[src/rtl/pia_pkg.sv]
// Contract
// - id high: identifier bits 3..18, read-only
// - id low 15:10: identifier bits 19..24
// - id low 9:4: fixed part number
// - id low 3:0: fixed revision code
// - advertisement resets to 0x01e1
// - next page bit reads zero always
// - acknowledge bit follows word recognition, reset 0
// - remote fault bit writable, resets 0
// - four-pair ability bit 9 writable, reset 0
// - fast full duplex bit 8, reset 1
// - fast half duplex bit 7, reset 1
// - ten full duplex bit 6, reset 1
// - ten half duplex bit 5, reset 1
// - selector bit 0 writable, reset 1
package pia_pkg;

  // register addresses on the management port
  localparam logic [4:0]  PIA_ADDR_ID_HIGH = 5'h02;
  localparam logic [4:0]  PIA_ADDR_ID_LOW  = 5'h03;
  localparam logic [4:0]  PIA_ADDR_ADVERT  = 5'h04;

  // identity values, arbitrary; msb of the oui field is identifier bit 3
  localparam logic [21:0] PIA_OUI_3_24     = 22'h2d5a71;
  localparam logic [5:0]  PIA_PART_NUM     = 6'h2b;
  localparam logic [3:0]  PIA_REV_NUM      = 4'h3;

  localparam logic [15:0] PIA_ADV_RESET    = 16'h01e1;

  // management frame
  localparam logic [5:0]  PIA_PRE_LEN      = 6'h20;
  localparam logic [1:0]  PIA_OP_READ      = 2'h2;
  localparam logic [1:0]  PIA_OP_WRITE     = 2'h1;
  localparam logic [5:0]  PIA_FIELD_LAST   = 6'h04;
  localparam logic [5:0]  PIA_DATA_LAST    = 6'h0f;

  typedef struct packed {
    logic       next_page_flag;
    logic       ack;
    logic       remote_fault_flag;
    logic [2:0] rsvd_hi;
    logic       four_pair_ability;
    logic       fast_full_duplex_ability;
    logic       fast_half_duplex_ability;
    logic       ten_full_duplex_ability;
    logic       ten_half_duplex_ability;
    logic [3:0] rsvd_lo;
    logic       selector;
  } pia_adv_t;

  typedef enum logic [2:0] {
    PIA_ST_PRE,
    PIA_ST_START,
    PIA_ST_OP,
    PIA_ST_PHY,
    PIA_ST_REG,
    PIA_ST_TA,
    PIA_ST_DATA
  } pia_state_t;

endpackage

[src/rtl/pia_regs.sv]
`timescale 1ns/1ps
module pia_regs
  import pia_pkg::*;
(
  // clock and reset
  input  wire logic       clk,
  input  wire logic       rst_b,
  // management port pins
  input  wire logic       mdc,
  input  wire logic       mdio_in,
  output logic            mdio_out,
  output logic            mdio_oe,
  // station address straps
  input  wire logic [4:0] phy_addr,
  // negotiation engine
  input  wire logic       word_recognized,
  output pia_adv_t        base_page
);

  logic       mdc_s1, mdc_s2, mdc_s3, mdio_s1, mdio_s2;
  logic [4:0] addr_s1, addr_s2;

  // two-stage synchronisers for pins
  always_ff @(posedge clk) begin
    mdc_s1  <= mdc;
    mdc_s2  <= mdc_s1;
    mdc_s3  <= mdc_s2;
    mdio_s1 <= mdio_in;
    mdio_s2 <= mdio_s1;
    addr_s1 <= phy_addr;
    addr_s2 <= addr_s1;
  end

  logic mdc_rise;
  logic bit_in;
  assign mdc_rise = mdc_s2 & ~mdc_s3;
  assign bit_in   = mdio_s2;

  pia_state_t  state, next_state;
  logic [5:0]  cnt, next_cnt;
  logic [15:0] shreg, next_shreg;
  logic        is_rd, next_is_rd;
  logic        hit, next_hit;
  logic        drv, next_drv;
  logic [4:0]  regad, next_regad;
  logic        next_mdio_out, next_mdio_oe;
  pia_adv_t    adv, next_adv;
  pia_adv_t    next_base_page;
  logic        wr_stb;
  logic [15:0] shifted;
  logic [15:0] rd_word;

  assign shifted = {shreg[14:0], bit_in};

  function automatic logic owned(input logic [4:0] a);
    return (a == PIA_ADDR_ID_HIGH) || (a == PIA_ADDR_ID_LOW) || (a == PIA_ADDR_ADVERT);
  endfunction

  // read value for the address just shifted in
  always_comb begin
    unique case (shifted[4:0])
      PIA_ADDR_ID_HIGH: rd_word = PIA_OUI_3_24[21:6];
      PIA_ADDR_ID_LOW:  rd_word = {PIA_OUI_3_24[5:0], PIA_PART_NUM, PIA_REV_NUM};
      PIA_ADDR_ADVERT:  rd_word = adv;
      default:          rd_word = 16'h0000;
    endcase
  end

  // frame sequencer
  always_comb begin
    next_state    = state;
    next_cnt      = cnt;
    next_shreg    = shreg;
    next_is_rd    = is_rd;
    next_hit      = hit;
    next_drv      = drv;
    next_regad    = regad;
    next_mdio_out = mdio_out;
    next_mdio_oe  = mdio_oe;
    wr_stb        = 1'b0;
    if (mdc_rise) begin
      unique case (state)
        PIA_ST_PRE: begin
          if (bit_in) begin
            next_cnt = (cnt == PIA_PRE_LEN) ? cnt : cnt + 6'h01;
          end else begin
            next_cnt = 6'h00;
            if (cnt == PIA_PRE_LEN) next_state = PIA_ST_START;
          end
        end
        PIA_ST_START: begin
          next_cnt   = 6'h00;
          next_state = bit_in ? PIA_ST_OP : PIA_ST_PRE;
        end
        PIA_ST_OP: begin
          next_shreg = shifted;
          next_cnt   = cnt + 6'h01;
          if (cnt == 6'h01) begin
            next_cnt   = 6'h00;
            next_is_rd = (shifted[1:0] == PIA_OP_READ);
            if ((shifted[1:0] == PIA_OP_READ) || (shifted[1:0] == PIA_OP_WRITE)) begin
              next_state = PIA_ST_PHY;
            end else begin
              next_state = PIA_ST_PRE;
            end
          end
        end
        PIA_ST_PHY: begin
          next_shreg = shifted;
          next_cnt   = cnt + 6'h01;
          if (cnt == PIA_FIELD_LAST) begin
            next_cnt   = 6'h00;
            next_hit   = (shifted[4:0] == addr_s2);
            next_state = PIA_ST_REG;
          end
        end
        PIA_ST_REG: begin
          next_shreg = shifted;
          next_cnt   = cnt + 6'h01;
          if (cnt == PIA_FIELD_LAST) begin
            next_cnt   = 6'h00;
            next_regad = shifted[4:0];
            next_drv   = is_rd & hit & owned(shifted[4:0]);
            next_shreg = rd_word;
            next_state = PIA_ST_TA;
          end
        end
        PIA_ST_TA: begin
          next_cnt = cnt + 6'h01;
          if (cnt == 6'h00) begin
            next_mdio_oe  = drv;
            next_mdio_out = 1'b0;
          end else begin
            next_cnt   = 6'h00;
            next_state = PIA_ST_DATA;
            if (drv) begin
              next_mdio_out = shreg[15];
              next_shreg    = {shreg[14:0], 1'b0};
            end
          end
        end
        PIA_ST_DATA: begin
          next_cnt = cnt + 6'h01;
          if (drv) begin
            next_mdio_out = shreg[15];
            next_shreg    = {shreg[14:0], 1'b0};
          end else begin
            next_shreg = shifted;
          end
          if (cnt == PIA_DATA_LAST) begin
            next_cnt      = 6'h00;
            next_state    = PIA_ST_PRE;
            next_mdio_oe  = 1'b0;
            next_mdio_out = 1'b0;
            next_drv      = 1'b0;
            wr_stb        = ~is_rd & hit & (regad == PIA_ADDR_ADVERT);
          end
        end
      endcase
    end
  end

  always_ff @(posedge clk) begin
    if (!rst_b) begin
      state    <= PIA_ST_PRE;
      cnt      <= 6'h00;
      shreg    <= 16'h0000;
      is_rd    <= 1'b0;
      hit      <= 1'b0;
      drv      <= 1'b0;
      regad    <= 5'h00;
      mdio_out <= 1'b0;
      mdio_oe  <= 1'b0;
    end else begin
      state    <= next_state;
      cnt      <= next_cnt;
      shreg    <= next_shreg;
      is_rd    <= next_is_rd;
      hit      <= next_hit;
      drv      <= next_drv;
      regad    <= next_regad;
      mdio_out <= next_mdio_out;
      mdio_oe  <= next_mdio_oe;
    end
  end

  // advertisement register and sent base page
  always_comb begin
    next_adv                = adv;
    next_adv.ack            = word_recognized;
    if (wr_stb) begin
      next_adv.remote_fault_flag        = shifted[13];
      next_adv.four_pair_ability        = shifted[9];
      next_adv.fast_full_duplex_ability = shifted[8];
      next_adv.fast_half_duplex_ability = shifted[7];
      next_adv.ten_full_duplex_ability  = shifted[6];
      next_adv.ten_half_duplex_ability  = shifted[5];
      next_adv.selector                 = shifted[0];
    end
    next_adv.next_page_flag = 1'b0;
    next_adv.rsvd_hi        = 3'h0;
    next_adv.rsvd_lo        = 4'h0;
    next_base_page          = adv;
  end

  always_ff @(posedge clk) begin
    if (!rst_b) begin
      adv       <= pia_adv_t'(PIA_ADV_RESET);
      base_page <= pia_adv_t'(PIA_ADV_RESET);
    end else begin
      adv       <= next_adv;
      base_page <= next_base_page;
    end
  end

  property p_reset_value;
    @(posedge clk) $rose(rst_b) |-> (adv == pia_adv_t'(PIA_ADV_RESET));
  endproperty
  a_reset_value: assert property (p_reset_value) else $error("advert reset value wrong");

  property p_np_zero;
    @(posedge clk) disable iff (!rst_b) !base_page.next_page_flag && !adv.next_page_flag;
  endproperty
  a_np_zero: assert property (p_np_zero) else $error("next page bit set");

  property p_ack_follow;
    @(posedge clk) disable iff (!rst_b) $rose(word_recognized) ##2 1'b1 |-> base_page.ack;
  endproperty
  a_ack_follow: assert property (p_ack_follow) else $error("ack not shown in base page");

  property p_id_high;
    @(posedge clk) disable iff (!rst_b) (shifted[4:0] == PIA_ADDR_ID_HIGH) |-> (rd_word == 16'(PIA_OUI_3_24 >> 6));
  endproperty
  a_id_high: assert property (p_id_high) else $error("id high wrong");

  property p_id_low;
    @(posedge clk) disable iff (!rst_b) (shifted[4:0] == PIA_ADDR_ID_LOW) |->
      (rd_word[15:10] == PIA_OUI_3_24[5:0]) && (rd_word[9:4] == PIA_PART_NUM) && (rd_word[3:0] == PIA_REV_NUM);
  endproperty
  a_id_low: assert property (p_id_low) else $error("id low wrong");

  property p_write_bits;
    @(posedge clk) disable iff (!rst_b) wr_stb |=>
      (adv.remote_fault_flag == $past(shifted[13])) && (adv.four_pair_ability == $past(shifted[9])) &&
      (adv.fast_full_duplex_ability == $past(shifted[8])) && (adv.fast_half_duplex_ability == $past(shifted[7])) &&
      (adv.ten_full_duplex_ability == $past(shifted[6])) && (adv.ten_half_duplex_ability == $past(shifted[5])) &&
      (adv.selector == $past(shifted[0]));
  endproperty
  a_write_bits: assert property (p_write_bits) else $error("advert write lost");

  // written bits must reach the sent word two clocks after the strobe
  property p_base_page;
    @(posedge clk) disable iff (!rst_b) wr_stb ##2 1'b1 |-> (base_page == $past(adv)) &&
      (base_page.remote_fault_flag == $past(shifted[13], 2)) &&
      (base_page.four_pair_ability == $past(shifted[9], 2)) &&
      (base_page.selector == $past(shifted[0], 2));
  endproperty
  a_base_page: assert property (p_base_page) else $error("base page stale");

  property p_oe_window;
    @(posedge clk) disable iff (!rst_b) $rose(mdio_oe) |-> is_rd && hit && (state == PIA_ST_TA) && !mdio_out;
  endproperty
  a_oe_window: assert property (p_oe_window) else $error("mdio driven outside read turnaround");

endmodule

[config.mk]
export PLATFORM = sky130hd
export DESIGN_NAME = pia_regs
export DESIGN_NICKNAME = d
export VERILOG_FILES = /design/src/rtl/pia_pkg.sv /design/src/rtl/pia_regs.sv
export SDC_FILE = /design/constraint.sdc
export NUM_CORES = 1
export LEC_CHECK = 0
export ABC_AREA = 0
export BUFFER_PORTS_ARGS = -buffer_cell sky130_fd_sc_hd__buf_2
export CAP_MARGIN = 0
export CORE_MARGIN = 4
export CORE_UTILIZATION = 52
export DETAILED_ROUTE_END_ITERATION = 7
export PLACE_DENSITY = 0.74
export SLEW_MARGIN = 5
export SYNTH_ARGS = -nofsm -noshare
export SYNTH_HDL_FRONTEND = slang
export SYNTH_SLANG_ARGS = --single-unit
[constraint.sdc]
create_clock -name clk -period 2.9 [get_ports clk]
set_input_delay 0.87 -clock clk [delete_from_list [all_inputs] [get_ports clk]]
set_output_delay 0.87 -clock clk [all_outputs]
set_load 0.005 [all_outputs]
Yosys cells after proc, flatten, opt, wreduce, memory -nomap -nowiden. Index checks and enable logic that the tools add are counted.

Word-level logic and storage cells: 127. Bits in registers: 82. Memories kept: 0. Latch bits: 0. Bits in read-only memories: 0. Output and inout bits: 18. RAM bits: 0. Input bits: 10.

Equality and inequality tests: 27. Multiplexer cells: 35. Bitwise gates (word level): 7. Multiply operators: 0. Add/subtract/negate cells: 1. Order comparisons: 0. Shift-type cells: 0. Reductions and logical operators: 19. Divide/modulo/power cells: 0.

Operator list (count): 16-bit one-hot mux with 4 select lines (1); 16-bit 2-to-1 mux (3); 16-bit one-hot mux with 3 select lines (1); 6-bit 2-to-1 mux (6); 6-bit one-hot mux with 6 select lines (1); 3-bit 2-to-1 mux (7); 3-bit one-hot mux with 7 select lines (1); 2-bit != test (second input constant) (9); 4-bit AND reduction (3); 5-bit by 2-bit == test with 1-bit output (second input constant) (2); 5-bit by 3-bit == test with 1-bit output (second input constant) (2); 1-bit 2-to-1 mux (10); 3-bit == test (second input constant) (3); 3-bit AND reduction (3); 8-bit AND reduction (1); 6-bit by 1-bit adder with 6-bit output (second input constant) (1); 3-bit by 2-bit == test with 1-bit output (second input constant) (2); 6-bit by 1-bit == test with 1-bit output (second input constant) (1); 6-bit by 3-bit == test with 1-bit output (second input constant) (1); 6-bit by 4-bit == test with 1-bit output (second input constant) (1); 6-bit == test (second input constant) (1); 6-bit logical NOT (1); 1-bit one-hot mux with 2 select lines (3); 1-bit bitwise AND (5); 13 further kinds (20).

Longest topological paths before layout.
Depth in word-level cells: 6. Mapped depth: 8. Gate-level depth less buffers: 7.

Worst setup path after synthesis. Ideal clock, no wire load.

Kind: register -> register. Start: reg cnt[0]. End: reg state[0]. Slack: 1165 ps. Stages on the path, launching flop included: 8. Setup time: 72 ps. Buffers on the path: 0. Data arrival time: 1663 ps. Data required time: 2828 ps. Period minus slack after synthesis: 1735 ps. Path through: dfxtp_1 > inv_1 > ha_1 > or3b_1 > o41ai_1 > nand2_1 > nor3_2 > mux2i_1.

Cells in the longest elaborated chain, start to end: 3. Elaborated cells between the ends (all ways): 12. Classes of those cells: eq/ne (10); reduce/logical (2).

RTL lines: start, declared (RTL line pia_regs.sv:40) `logic [5:0] cnt, next_cnt;`; start signal, assigned (RTL line pia_regs.sv:176) `cnt <= next_cnt;`; 6-bit by 3-bit == test with 1-bit output, or another cell as far along (RTL line pia_regs.sv:111, pia_regs.sv:120); 2-bit != test (no line); 8-bit AND reduction (no line) *; end signal, assigned (RTL line pia_regs.sv:175) `state <= next_state;`; end, declared (RTL line pia_regs.sv:39) `pia_state_t state, next_state;`.

Mark *: on every way between the ends. The rest lies on a longest branch, timed or not. A chain may end at the register's enable or synchronous reset.

Worst setup path in the final report.
Start: reg state[1]. End: reg adv[5] in the netlist's numbering.

Cells in the longest elaborated chain, start to end: 3.

RTL lines: 3-bit == test (RTL line pia_regs.sv:82) `unique case (state)`; 1-bit 2-to-1 mux (RTL line pia_regs.sv:82); 1-bit 2-to-1 mux (RTL line pia_regs.sv:81) `if (mdc_rise) begin`; end signal, assigned (RTL line pia_regs.sv:208) `adv <= pia_adv_t'(PIA_ADV_RESET);`; end signal, assigned (RTL line pia_regs.sv:211) `adv <= next_adv;`; end, declared (RTL line pia_regs.sv:47) `pia_adv_t adv, next_adv;`.

Every way passes these cells.

==> results.json <==
{
  "status": "completed",
  "drv_slew": 0,
  "relSlewSlack": 0.588,
  "final_cells": 411,
  "gp_congestion": 0.885,
  "grt_max_degree": 33,
  "fin_crit_sh": 0.734,
  "tns_ps": 0,
  "placed_cells": 395,
  "tightest_slew_ps": 615,
  "die_w_um": 83.7,
  "initial_core_util": 0.538,
  "rsz0062_at_grt": "false",
  "fin_worst_skew_ps": 6.14,
  "synth.top_cell.area_share": 0.443,
  "hold_buffers": 0,
  "core_mm2": 0.00554,
  "via_per_inst": 5.37,
  "period_needed_ps": 2130,
  "critPathCaptureType": "flop",
  "clk_pin_slew_worst_paths_ps": 70,
  "required_ps": 3120,
  "cts_resized": 0,
  "maxCapViolCount": 0,
  "setup_viol": 0,
  "num_rows": 27,
  "antenna_cells": 0,
  "h-tree-depth": 3,
  "grt_pass1_wl_mm": 9.29,
  "clk_latency_ps": 330,
  "crit_path_start_kind": "flop",
  "hold_class": "reg2reg",
  "ir_worst_vdd_uv": 349,
  "num-fill-cells": 496,
  "grtUsageTotal": 0.163,
  "synth_area_leader_cell": "dfxtp_1",
  "vias": 2209,
  "drt_wl_total_mm": 5.55,
  "cts_buffers": 9,
  "dieHeight_um": 83.7,
  "fmax_mhz": 469,
  "crit_type": "reg2reg",
  "cts-root-buf": "clkbuf_8",
  "synth_top_cells_by_area": "dfxtp_1 (44%), mux2i_1 (5.7%), nor2_1 (4.4%), a21oi_1 (3.0%), a211oi_1 (2.8%)",
  "nets": 350,
  "ant_nets": 0,
  "synth_edf_count": 0,
  "antenna_found_initial": 0,
  "cts_setup_buffers": 0,
  "area_growth_pct": 9.61,
  "drive_above_1_share": 0.156,
  "die_area_mm2": 0.00701,
  "cts.sinks": 66,
  "worst_ep_arrival_time_ps": 2350,
  "powerDensity_mw_per_mm2": 546,
  "io_pins": 28,
  "numPortBuffers": 19,
  "path_max_fanout": 17,
  "finalHoldViolCount": 0,
  "wl_per_cell_um": 13.5,
  "drt_iter0_drc": 249,
  "hpwl_mm": 3.68,
  "leakage_nw": 1.31,
  "drc": 0,
  "postSynth.asyncResetShare": 0,
  "grt-ovfl-total": 0,
  "cts_max_path_buffers": 2,
  "synth_seq_cells": 66,
  "ys_seq_area_frac": 0.443,
  "grt_pass1_vias": 1977,
  "synth_flop_cell": "dfxtp_1",
  "yosys_warnings": 0,
  "syn_area_per_cell_um2": 9.29,
  "drt_pass1_iterations": 4,
  "synth_cell_type_count": 56,
  "cts_tree": "yes",
  "syn_area_mm2": 0.00298,
  "netlist_instances": 321
}
[through the flow]
stage / setup slack [ps] / total power (W) / cell area [µm²] / utilization / hold WS (ps)
floorplan: 1170 / 0.000994 / 3010 / - / 310
detailed placement: 807 / 0.00101 / 3060 / 0.552 / 312
global placement: 864 / 0.00101 / 3060 / 0.552 / 310
CTS: 808 / 0.00180 / 3270 / 0.590 / 329
finish: 770 / 0.00179 / 3270 / 0.590 / 328
global route: 605 / 0.00186 / 3270 / 0.590 / 336
[flip-flops by register name (all words and copies together) (netlist names)]
name / count
mdc_s2: 1
mdio_out: 1
addr_s1: 5
mdc_s3: 1
shreg: 16
adv: 8
is_rd: 1
addr_s2: 5
state: 3
drv: 1
base_page: 8
regad: 5
mdc_s1: 1
cnt: 6
bit_in: 1
mdio_s1: 1
hit: 1
mdio_oe: 1
[power breakdown]
group | internal (W) | total [W] | leakage (nW) | switching (W)
logic | 0.0000250 | 0.0000588 | 0.662 | 0.0000337
clock network | 0.000448 | 0.000799 | 0.106 | 0.000351
registers | 0.000920 | 0.000927 | 0.538 | 0.00000759
total | 0.00139 | 0.00179 | 1.31 | 0.000392
[cell families (layout without fill, tap and decap cells)]
group | count (synthesis) | after routing | share of synthesized area
simple gates | 123 | 123 | 0.227
xor+xnor | 11 | 11 | 0.0323
buf+inv | 38 | 49 | 0.0709
compound gates | 58 | 58 | 0.140
fa+ha+maj | 6 | 6 | 0.0252
other cells | 1 | 8 | 0.00126
flops | 66 | 66 | 0.443
mux | 18 | 18 | 0.0608
[critical path: stages, from the launching register on]
cell      delay (ps)
dfxtp_1          650
nand3b_1         300
nor4_2           360
nand4_2          380
mux2i_1          260
nand2_1           60
[layer usage]
metal / wire length [µm] / share of wire / GRT usage / vias up
met4: 133 / 0.024 / 0.0921 / 0
met3: 326 / 0.059 / 0.0434 / 12
met1: 2690 / 0.48 / 0.226 / 1001
li1: - / - / - / 1133
met5: 0 / 0 / 0 / -
met2: 2410 / 0.43 / 0.226 / 63
[cells in the final DEF (no fill, tap or decap), types with 2 or more instances in the layout]
cell / count
dfxtp_1: 66
nor2_1: 35
nand2_1: 22
buf_2: 19
a21oi_1: 18
mux2i_1: 17
nor3_1: 11
nand2b_1: 11
a211oi_1: 11
clkbuf_8: 11
conb_1: 8
inv_1: 7
xor2_1: 6
nand3_1: 6
ha_1: 6
buf_4: 6
xnor2_1: 5
and2_1: 5
o211ai_1: 5
nand3b_1: 4
o21ai_0: 4
nor2b_1: 3
nand4_1: 3
and3_1: 3
a21boi_0: 3
nor4_2: 2
a31oi_1: 2
nor3_2: 2
a211o_1: 2
or2_1: 2
o311a_1: 2
nor4b_1: 2
nor4_1: 2
o21a_1: 2
inv_6: 2
[cell usage after synthesis, types with 6 or more instances]
| library cell | count |
|---|---|
| dfxtp_1 | 66 |
| nor3_1 | 11 |
| mux2i_1 | 17 |
| a21oi_1 | 18 |
| inv_1 | 7 |
| ha_1 | 6 |
| clkbuf_1 | 7 |
| nand2_1 | 22 |
| nor2_1 | 35 |
| xor2_1 | 6 |
| buf_4 | 11 |
| buf_2 | 10 |
| nand3_1 | 6 |
| a211oi_1 | 11 |
| nand2b_1 | 11 |
[cell type report]
cell class	instances	area, µm²	share of cell area
Clock inverter	5	60.1	0.0184
Timing Repair Buffer	25	140	0.0429
Sequential cell	66	1320	0.404
Multi-Input combinational cell	224	1480	0.451
Clock buffer	11	151	0.0463
Tap cell	72	90.1	0.0276
Inverter	8	30.0	0.00919
[path summary, 6_finish.rpt]
| kind | to | slack (ps) | cells after the start | start |
|---|---|---|---|---|
| worst min register to register | addr_s2[0] | 330 | 0 | addr_s1[0] |
| worst min-delay path | addr_s2[0] | 330 | 0 | addr_s1[0] |
| worst max register to register | adv[5] | 770 | 5 | state[1] |
| worst max-delay path | adv[5] | 770 | 5 | state[1] |
Power figures use the tool's default switching activity.
